$ cat src/verilog/rcl_frame_map.vh
// Offsets, field positions, codes and reset values of the frame engine.
`ifndef RCL_FRAME_MAP_VH
`define RCL_FRAME_MAP_VH
// ****************************************
// Frame bytes
// ****************************************
`define RCL_DELIM          8'h7E
`define RCL_ESC            8'h7D
`define RCL_ESC_XOR        8'h20
`define RCL_XON            8'h11
`define RCL_XOFF           8'h13
`define RCL_CSUM_GOOD      8'hFF
`define RCL_TYPE_REMOTE    8'h17
`define RCL_TYPE_REMOTE_RSP 8'h97
`define RCL_TYPE_LEGACY_RX 8'h80
`define RCL_OPT_APPLY_BIT  1
`define RCL_LEGACY_MODE    2'h2
// ****************************************
// Remote request positions, counted from the frame type byte
// ****************************************
`define RCL_RQ_TYPE        16'h0000
`define RCL_RQ_FID         16'h0001
`define RCL_RQ_DEST_LAST   16'h0009
`define RCL_RQ_OPTS        16'h000C
`define RCL_RQ_CMD_HI      16'h000D
`define RCL_RQ_CMD_LO      16'h000E
`define RCL_RQ_PARAM       16'h000F
`define RCL_RQ_MAX_LEN     16'h002F
// ****************************************
// Legacy receive frame positions, counted from the delimiter
// ****************************************
`define RCL_LX_LEN_HI      6'h01
`define RCL_LX_LEN_LO      6'h02
`define RCL_LX_TYPE        6'h03
`define RCL_LX_ADDR_LAST   6'h0B
`define RCL_LX_RSSI        6'h0C
`define RCL_LX_OPTS        6'h0D
`define RCL_LX_DATA        6'h0E
`define RCL_LX_HDR_LEN     16'h000B
// ****************************************
// Register offsets and reset values
// ****************************************
`define RCL_REG_CTRL       8'h00
`define RCL_REG_STAT       8'h04
`define RCL_REG_LASTREQ    8'h08
`define RCL_REG_PARAM_BASE 8'h40
`define RCL_CTRL_RESET     3'h0
`define RCL_MEM_DEPTH      6'h20
`endif

$ cat src/verilog/rcl_byte_mem.v
// Byte memory with one write port and a registered read port.
module rcl_byte_mem (
  input  wire       mclk,
  input  wire       we,
  input  wire [4:0] waddr,
  input  wire [7:0] wdata,
  input  wire [4:0] raddr,
  output reg  [7:0] rdata
);
  reg [7:0] store [0:31];

  always @(posedge mclk) begin
    if (we) begin
      store[waddr] <= wdata;
    end
    rdata <= store[raddr];
  end
endmodule // rcl_byte_mem

$ cat src/verilog/rcl_frame_engine.v
// Remote command request parser and legacy receive frame builder.
// How it works
// RULE1: A host frame is a remote configuration request when its type byte at offset 3 is 0x17.
// RULE2: The frame identifier at offset 4 is reported, and a zero identifier clears reqWantResp.
// RULE3: The host puts the 64-bit target address MSB first at 5-12, then 0xFFFE.
// RULE4: Bit value 0x02 of the options byte at offset 15 asks the target to apply at once.
// RULE5: The two-character command name sits at offsets 16-17.
// RULE6: Bytes from offset 18 are the value to write, and none at all make the request a read.
// RULE7: Each radio packet yields a 0x80 frame only while the output option equals 2.
// RULE8: The legacy frame carries the source address MSB first at 4-11 and payload from 14.
// RULE9: Offset 12 carries the magnitude of the negative dBm level as an unsigned byte.
// RULE10: Offset 13 holds ack in bit 0, broadcast in bit 1, delivery method in bits 7:6.
// RULE11: The checksum is 0xFF minus the byte sum from frame type through last payload byte.
// RULE12: With byte stuffing on, special bytes after the delimiter go out as 0x7D, value^0x20.
// RULE13: Frames start with 0x7E and a big-endian length from type through payload.
// RULE14: Frames with a bad checksum or length are dropped and parsing restarts at a delimiter.
//
// Our own choices: the register offsets and strobed register access.
`include "rcl_frame_map.vh"
module rcl_frame_engine (
  input  wire        mclk,
  input  wire        reset_n,
  input  wire [7:0]  regAddr,
  input  wire [31:0] regWdata,
  input  wire        regWr,
  input  wire        regRd,
  output wire [31:0] regRdata,
  input  wire [7:0]  hostByte,
  input  wire        hostValid,
  output reg         reqValid,
  output reg  [7:0]  reqFrameId,
  output reg         reqWantResp,
  output reg  [63:0] reqDest,
  output reg         reqApply,
  output reg  [15:0] reqCmd,
  output reg  [5:0]  reqParamLen,
  output reg         reqIsRead,
  input  wire [7:0]  rfByte,
  input  wire        rfByteValid,
  input  wire        rfDone,
  input  wire [63:0] rfSrcAddr,
  input  wire [7:0]  rfRssiMag,
  input  wire        rfAcked,
  input  wire        rfBroadcast,
  input  wire [1:0]  rfMethod,
  output wire        rfReady,
  output reg  [7:0]  txByte,
  output wire        txValid,
  input  wire        txReady
);
  // ****************************************
  // Shared helpers
  // ****************************************
  function isSpecial;
    input [7:0] b;
    begin
      isSpecial = (b == `RCL_DELIM) || (b == `RCL_ESC) || (b == `RCL_XON) || (b == `RCL_XOFF);
    end
  endfunction

  // ****************************************
  // Registers
  // ****************************************
  reg  [1:0]  apiOutputOption;
  reg         byteStuffingOption;
  reg  [7:0]  rxGood;
  reg  [7:0]  rxBad;
  reg  [7:0]  txCount;
  reg  [7:0]  txDropped;
  reg  [31:0] rdHold;
  reg         rdFromMem;
  wire [7:0]  paramQ;
  wire        paramWin = (regAddr[7:6] == `RCL_REG_PARAM_BASE >> 6);

  always @(posedge mclk or negedge reset_n) begin
    if (!reset_n) begin
      apiOutputOption    <= 2'h0;
      byteStuffingOption <= 1'b0;
      rdHold             <= 32'h0;
      rdFromMem          <= 1'b0;
    end else begin
      if (regWr && regAddr == `RCL_REG_CTRL) begin
        apiOutputOption    <= regWdata[1:0];
        byteStuffingOption <= regWdata[2];
      end
      rdFromMem <= regRd && paramWin;
      rdHold    <= 32'h0;
      if (regRd) begin
        case (regAddr)
          `RCL_REG_CTRL:    rdHold <= {29'h0, byteStuffingOption, apiOutputOption};
          `RCL_REG_STAT:    rdHold <= {txDropped, txCount, rxBad, rxGood};
          `RCL_REG_LASTREQ: rdHold <= {reqCmd, {2'h0, reqParamLen}, reqFrameId};
          default:          rdHold <= 32'h0;
        endcase
      end
    end
  end

  // Parameter bytes read back from the memory arrive one cycle late, like the registers.
  assign regRdata = rdFromMem ? {24'h0, paramQ} : rdHold;

  // ****************************************
  // Host frame parser
  // ****************************************
  localparam [4:0] P_HUNT = 5'h01;
  localparam [4:0] P_LENH = 5'h02;
  localparam [4:0] P_LENL = 5'h04;
  localparam [4:0] P_DATA = 5'h08;
  localparam [4:0] P_CSUM = 5'h10;

  reg  [4:0]  pState;
  reg  [15:0] pLen;
  reg  [15:0] pPos;
  reg  [7:0]  pSum;
  reg  [7:0]  pType;
  reg  [7:0]  pFid;
  reg  [63:0] pDest;
  reg  [7:0]  pOpts;
  reg  [15:0] pCmd;
  reg         escNext;
  wire        rawDelim = hostValid && hostByte == `RCL_DELIM;
  wire        resync   = rawDelim && byteStuffingOption; //RULE12
  wire        escLead  = hostValid && byteStuffingOption && hostByte == `RCL_ESC && !escNext;
  wire        take     = hostValid && !resync && !escLead && pState != P_HUNT;
  wire [7:0]  rxVal    = escNext ? (hostByte ^ `RCL_ESC_XOR) : hostByte; //RULE12
  wire [15:0] paramOff = pPos - `RCL_RQ_PARAM;
  wire        paramWe  = take && pState == P_DATA && pPos >= `RCL_RQ_PARAM
                         && pPos < `RCL_RQ_MAX_LEN;
  wire [7:0]  endSum   = pSum + rxVal;
  wire [15:0] paramCnt = pLen - `RCL_RQ_PARAM;
  wire        frameOk  = endSum == `RCL_CSUM_GOOD && pType == `RCL_TYPE_REMOTE
                         && pLen >= `RCL_RQ_PARAM && pLen <= `RCL_RQ_MAX_LEN;

  always @(posedge mclk or negedge reset_n) begin
    if (!reset_n) begin
      pState <= P_HUNT;
      pLen <= 16'h0;
      pPos <= 16'h0;
      pSum <= 8'h0;
      pType <= 8'h0;
      pFid <= 8'h0;
      pDest <= 64'h0;
      pOpts <= 8'h0;
      pCmd <= 16'h0;
      escNext <= 1'b0;
      rxGood <= 8'h0;
      rxBad <= 8'h0;
      reqValid <= 1'b0;
      reqFrameId <= 8'h0;
      reqWantResp <= 1'b0;
      reqDest <= 64'h0;
      reqApply <= 1'b0;
      reqCmd <= 16'h0;
      reqParamLen <= 6'h0;
      reqIsRead <= 1'b0;
    end else begin
      reqValid <= 1'b0;
      if (resync) begin
        if (pState != P_HUNT) begin
          rxBad <= rxBad + 8'h1; //RULE14
        end
        pState  <= P_LENH; //RULE14
        escNext <= 1'b0;
      end else if (escLead) begin
        escNext <= 1'b1;
      end else if (hostValid && pState == P_HUNT) begin
        if (rawDelim) begin
          pState <= P_LENH; //RULE13
        end
      end else if (take) begin
        escNext <= 1'b0;
        case (pState)
          P_LENH: begin
            pLen[15:8] <= rxVal; //RULE13
            pState <= P_LENL;
          end
          P_LENL: begin
            pLen[7:0] <= rxVal;
            pPos <= 16'h0;
            pSum <= 8'h0;
            pState <= ({pLen[15:8], rxVal} == 16'h0) ? P_HUNT : P_DATA;
          end
          P_DATA: begin
            pSum <= endSum; //RULE11
            pPos <= pPos + 16'h1;
            if (pPos == `RCL_RQ_TYPE) pType <= rxVal; //RULE1
            if (pPos == `RCL_RQ_FID) pFid <= rxVal; //RULE2
            if (pPos > `RCL_RQ_FID && pPos <= `RCL_RQ_DEST_LAST) begin
              pDest <= {pDest[55:0], rxVal}; //RULE3
            end
            if (pPos == `RCL_RQ_OPTS) pOpts <= rxVal; //RULE4
            if (pPos == `RCL_RQ_CMD_HI) pCmd[15:8] <= rxVal; //RULE5
            if (pPos == `RCL_RQ_CMD_LO) pCmd[7:0] <= rxVal; //RULE5
            if (pPos == pLen - 16'h1) pState <= P_CSUM;
          end
          P_CSUM: begin
            pState <= P_HUNT; //RULE14
            if (frameOk) begin
              rxGood      <= rxGood + 8'h1;
              reqValid    <= 1'b1; //RULE1
              reqFrameId  <= pFid;
              reqWantResp <= pFid != 8'h0; //RULE2
              reqDest     <= pDest; //RULE3
              reqApply    <= pOpts[`RCL_OPT_APPLY_BIT]; //RULE4
              reqCmd      <= pCmd; //RULE5
              reqParamLen <= paramCnt[5:0]; //RULE6
              reqIsRead   <= pLen == `RCL_RQ_PARAM; //RULE6
            end else begin
              rxBad <= rxBad + 8'h1; //RULE14
            end
          end
          default: pState <= P_HUNT;
        endcase
      end
    end
  end

  // A rejected frame may still overwrite the value bytes of the last good one.
  rcl_byte_mem uParamMem (
    .mclk  (mclk),
    .we    (paramWe), //RULE6
    .waddr (paramOff[4:0]),
    .wdata (rxVal),
    .raddr ({1'b0, regAddr[5:2]}),
    .rdata (paramQ)
  );

  // ****************************************
  // Legacy receive frame builder
  // ****************************************
  localparam [4:0] T_IDLE  = 5'h01;
  localparam [4:0] T_WAIT  = 5'h02;
  localparam [4:0] T_FETCH = 5'h04;
  localparam [4:0] T_SEND  = 5'h08;
  localparam [4:0] T_ESC   = 5'h10;

  reg  [4:0]  tState;
  reg  [5:0]  wrPtr;
  reg  [5:0]  tLen;
  reg  [5:0]  idx;
  reg  [7:0]  tSum;
  reg  [63:0] tAddr;
  reg  [7:0]  tRssi;
  reg  [7:0]  tOpts;
  reg  [7:0]  next_byte;
  wire [7:0]  payQ;
  wire [5:0]  lastIdx = `RCL_LX_DATA + tLen;
  wire [15:0] frameLen = `RCL_LX_HDR_LEN + {10'h0, tLen};
  wire [5:0]  payIdx  = idx - `RCL_LX_DATA;
  wire [5:0]  addrSh  = (`RCL_LX_ADDR_LAST - idx) << 3;

  assign rfReady = tState == T_IDLE;
  assign txValid = tState == T_SEND || tState == T_ESC;

  always @* begin
    next_byte = payQ; //RULE8
    if (idx == 6'h0) next_byte = `RCL_DELIM; //RULE13
    else if (idx == `RCL_LX_LEN_HI) next_byte = frameLen[15:8]; //RULE13
    else if (idx == `RCL_LX_LEN_LO) next_byte = frameLen[7:0];
    else if (idx == `RCL_LX_TYPE) next_byte = `RCL_TYPE_LEGACY_RX; //RULE7
    else if (idx <= `RCL_LX_ADDR_LAST) next_byte = tAddr[addrSh +: 8]; //RULE8
    else if (idx == `RCL_LX_RSSI) next_byte = tRssi; //RULE9
    else if (idx == `RCL_LX_OPTS) next_byte = tOpts; //RULE10
    else if (idx == lastIdx) next_byte = `RCL_CSUM_GOOD - tSum; //RULE11
  end

  always @(posedge mclk or negedge reset_n) begin
    if (!reset_n) begin
      tState <= T_IDLE;
      wrPtr <= 6'h0;
      tLen <= 6'h0;
      idx <= 6'h0;
      tSum <= 8'h0;
      tAddr <= 64'h0;
      tRssi <= 8'h0;
      tOpts <= 8'h0;
      txByte <= 8'h0;
      txCount <= 8'h0;
      txDropped <= 8'h0;
    end else begin
      case (tState)
        T_IDLE: begin
          if (rfByteValid && wrPtr < `RCL_MEM_DEPTH) begin
            wrPtr <= wrPtr + 6'h1;
          end
          if (rfDone) begin
            wrPtr <= 6'h0;
            if (apiOutputOption == `RCL_LEGACY_MODE) begin //RULE7
              tLen   <= wrPtr;
              tAddr  <= rfSrcAddr; //RULE8
              tRssi  <= rfRssiMag; //RULE9
              tOpts  <= {rfMethod, 4'h0, rfBroadcast, rfAcked}; //RULE10
              idx    <= 6'h0;
              tSum   <= 8'h0;
              tState <= T_WAIT;
            end else begin
              txDropped <= txDropped + 8'h1; //RULE7
            end
          end
        end
        // The payload memory answers a cycle after its address moves, hence the wait.
        T_WAIT: tState <= T_FETCH;
        T_FETCH: begin
          // The checksum byte is kept out of the sum so it stays steady while escaped.
          if (idx >= `RCL_LX_TYPE && idx != lastIdx) tSum <= tSum + next_byte; //RULE11
          if (idx != 6'h0 && byteStuffingOption && isSpecial(next_byte)) begin
            txByte <= `RCL_ESC; //RULE12
            tState <= T_ESC;
          end else begin
            txByte <= next_byte;
            tState <= T_SEND;
          end
        end
        T_ESC: begin
          if (txReady) begin
            txByte <= next_byte ^ `RCL_ESC_XOR; //RULE12
            tState <= T_SEND;
          end
        end
        T_SEND: begin
          if (txReady) begin
            if (idx == lastIdx) begin
              tState  <= T_IDLE;
              txCount <= txCount + 8'h1;
            end else begin
              idx    <= idx + 6'h1;
              tState <= T_WAIT;
            end
          end
        end
        default: tState <= T_IDLE;
      endcase
    end
  end

  // The read address only moves with idx, so the escaped byte is still on payQ in T_ESC.
  rcl_byte_mem uPayMem (
    .mclk  (mclk),
    .we    (rfByteValid && tState == T_IDLE && wrPtr < `RCL_MEM_DEPTH),
    .waddr (wrPtr[4:0]),
    .wdata (rfByte),
    .raddr (payIdx[4:0]),
    .rdata (payQ)
  );
endmodule // rcl_frame_engine

$ cat config.mk
export PLATFORM = sky130hd
export DESIGN_NAME = rcl_frame_engine
export DESIGN_NICKNAME = d
export VERILOG_FILES = /design/src/verilog/rcl_byte_mem.v /design/src/verilog/rcl_frame_engine.v
export VERILOG_INCLUDE_DIRS = /design/src /design/src/verilog
export SDC_FILE = /design/constraint.sdc
export NUM_CORES = 1
export LEC_CHECK = 0
export BUFFER_PORTS_ARGS = -buffer_cell sky130_fd_sc_hd__buf_2
export CAP_MARGIN = 5
export CORE_MARGIN = 1.5
export CORE_UTILIZATION = 60
export CTS_CLUSTER_SIZE = 20
export DETAILED_ROUTE_END_ITERATION = 6
export PLACE_DENSITY = 0.86
export REMOVE_ABC_BUFFERS = 1
export SLEW_MARGIN = 0
export SYNTH_ARGS = -nofsm -noshare
export SYNTH_HDL_FRONTEND = slang
export SYNTH_SLANG_ARGS = --single-unit
$ cat constraint.sdc
create_clock -name mclk -period 4.1 [get_ports mclk]
set_input_delay 0.82 -clock mclk [delete_from_list [all_inputs] [get_ports mclk]]
set_output_delay 0.82 -clock mclk [all_outputs]
set_load 0.02 [all_outputs]
==> metrics.txt <==
status finished, final reports clean; Crit path largest cell delay 0.46 ns; DR pass1 iterations 6; CP max-delay cell dfrtp_4; vias in the first global route 23.1k; Avg Inst Size Synth 14.1 sq um; Tot GR Track Use 0.298; Global Route met3 Usage 0.0610; H-tree levels 3; final hold violations 0; Routed Antenna Nets 0; DR vias 22.6k; RR Startpoint idx[0]; sequential power share 0.472; die area 59900 sq um; first-pass GRT wire length 136000 um; dominant cells by area after synthesis edfxtp_1, dfrtp_1, mux4_2, mux2_2, nand2_1; Final #Nets 2961; cell internal pwr 0.0153 W; Yosys warnings 0; vias per inst 6.27; clock network power share 0.361; Yosys top cell by area edfxtp_1; Area Growth Syn to Fin 15.1%; starting density of the core 0.607; DIE WIDTH 245 um; WS Path Type flop to flop; met2 GRT Util 0.497; total negative slack 0 ns; launch point of the worst path idx[0]; Worst Setup EP tSum[7]; Port Buffers 250; worst-case clock buffer depth 3; main flop type after synthesis dfrtp_1; M1 GR Usage 0.392; worst slew pin tran 1.27 ns; # rows 88; Cell Area, Synth 35000 sq um; sequential area share after synthesis 0.641; crit end category flop; Crit path depth 17; post-synth cell types 90; total power 0.0210 W; Clk pin slew, worst setup/hold paths 0.06 ns; core box area 57700 sq um; Post-Route WL 87900 um; CTS sink cnt 824; CP max FO 6; Final period util 0.917; crit start category flop; cells after synthesis 2485; final setup vio count 0; EDFF count, synth 384; PwrDens 520 nW/um^2; sw frac 0.271; initial antenna violation count 5; Max Cap Violations 0; Max Clock Skew 0.0288 ns; clock tree from TritonCTS built; Top delay family on crit path compound AO/OA/AOI/OAI gates; Crit path buffers/inverters 2; worst skew pair latency 0.64 ns; wire length per cell 24.3 um; Root Driver clkbuf_16; leakage power 17.1 nW; die span in y 245 um; sequence of cells on the critical path inv_1 > ha_1 > or2_2 > and2_1 > o41ai_2 > buf_4 > a21boi_0 > nor3_2 > ha_1 > a21o_1 > a21o_1 > a21oi_2 > o21ai_0 > xnor2_1 > nor2_1 > o21ai_0 > nand2_1; layout cells sized above 1 0.297; hpwl dp 57100 um; peak supply drop 0.444 mV; Combinational Power Share 0.167; Peak Freq 266 MHz; gr ovfl total 0; most crowded layer after global routing met2; Cell Area, Placed 37500 sq um; synth cell count leaders dfrtp_1, edfxtp_1, nand2_1, mux2_2, nor2_1; async set-reset flop share out of synthesis 0.515; DRC Markers 0; boundary pin count 280; Psw 0.00569 W; Slew Viols, Final 0; Filler cells 3551; reg2reg path depth 17; arrival time worst endpoint 4.26 ns; Critical R2R Capture tSum[7]; slew margin rel. 0.154; largest net degree at the start of global routing 112; R2R setup slack 0.34 ns; design area 40300 sq um; Detailed Route Iter0 Violations 2310; GP Congestion 0.933; worst hold path type primary input to async pin; #FFs+latches synth 824; RSZ-0062 raised after global routing false; number of buffers created by CTS 81; Final Critical Period 3.76 ns; Core Util, Final 0.699; area share of the largest cell type after synthesis 0.329; Worst Path Required 4.60 ns; count leader, synth dfrtp_1
## what timing repair did
item / in CTS / in global routing
hold buffers: 0 / 0
setup endpoints to repair: 0 / 2
gates resized for setup: 0 / 8
setup buffers: 0 / 2
## state kept, by name (all words and copies together), names as in the netlist, 8 cells and up
signal / cells
pCmd: 16
pDest: 64
pFid: 8
pLen: 16
pPos: 16
pSum: 8
pType: 8
rdHold: 32
reqCmd: 16
reqDest: 64
reqFrameId: 8
rxBad: 8
rxGood: 8
tAddr: 64
tRssi: 8
tSum: 8
txByte: 8
txCount: 8
txDropped: 8
uParamMem.rdata: 8
uParamMem.store: 128
uPayMem.rdata: 8
uPayMem.store: 256
## power groups by stage
stage | registers, W | clock network [W] | logic (W)
floorplan | 0.00990 | 0 | 0.00227
global placement | 0.00996 | 0 | 0.00325
detailed placement | 0.0100 | 0 | 0.00339
CTS | 0.00988 | 0.00763 | 0.00345
global route | 0.00996 | 0.00792 | 0.00381
finish | 0.00990 | 0.00756 | 0.00351
## worst reg2reg max path: stages (launching register included)
cell and delay [ns]:
dfrtp_4 0.46, inv_1 0.12, ha_1 0.25, or2_2 0.29
and2_1 0.22, o41ai_2 0.39, buf_4 0.18, a21boi_0 0.09
nor3_2 0.18, ha_1 0.29, a21o_1 0.19, a21o_1 0.19
a21oi_2 0.17, o21ai_0 0.13, xnor2_1 0.20, nor2_1 0.06
o21ai_0 0.15, nand2_1 0.08
## final cells by class
class	count	area [sq um]	area share
antenna	2	5.00	0.000124
tap	765	957	0.0237
multi-input combinational	1498	12000	0.297
sequential	824	22500	0.557
clock buffer	106	2160	0.0536
clock inverter	43	557	0.0138
timing repair buffer	341	2070	0.0514
inverter	33	124	0.00307
## worst min-delay path by stage
| stage | slack, ns | depth (start not counted) | start | endpoint |
|---|---|---|---|---|
| final | 0.25 | 1 | reset_n | pDest[54] |
| after global routing | 0.31 | 1 | reset_n | pDest[47] |
| after CTS | 0.28 | 1 | reset_n | pDest[47] |
| after detailed placement | 0.45 | 2 | reqDest[34] | reqDest[34] |
| after global placement | 0.45 | 2 | reqDest[29] | reqDest[29] |
| after floorplan | 0.43 | 1 | rxBad[7] | rxBad[7] |
## kinds of logic (layout without fill, tap and decap cells)
family / after synthesis / in the layout / share of synthesized area
AO/OA/AOI/OAI: 223 / 223 / 0.0421
flip-flops: 824 / 824 / 0.641
multiplexers: 356 / 356 / 0.157
buffers and inverters: 163 / 523 / 0.0190
adder cells (fa/ha/maj): 42 / 42 / 0.0154
XOR/XNOR: 84 / 84 / 0.0210
AND/OR/NAND/NOR: 793 / 793 / 0.105
other: 0 / 2 / 0
## stage by stage
stage / hold slack, ns / setup slack [ns] / std cells
2_1_floorplan: 0.434 / -2.62 / 2355
3_3_place_gp: 0.446 / -0.0266 / 3459
3_5_place_dp: 0.454 / -0.0897 / 3459
4_1_cts: 0.277 / 0.0879 / 3608
5_1_grt: 0.311 / 0.00943 / 3611
6_report: 0.252 / 0.341 / 3612
## routing by layer
| metal | wire length (um) | vias to the layer above |
|---|---|---|
| li1 | - | 9710 |
| met1 | 33500 | 11536 |
| met2 | 43600 | 1179 |
| met3 | 7700 | 210 |
| met4 | 3020 | 6 |
| met5 | 44 | - |
## cell usage in the layout, fill, tap and decap left out, drive strengths merged, types with 31 or more instances in the layout
cell	netlist	layout
dfrtp	422	422
edfxtp	384	384
nand2	383	383
buf	46	341
mux2	208	208
nor2	160	160
mux4	134	134
clkbuf	84	106
o21ai	70	70
xnor2	53	53
nand3	45	45
ha	40	40
nor2b	39	39
a21oi	35	35
inv	32	35
xor2	31	31
Power figures use the tool's default switching activity.
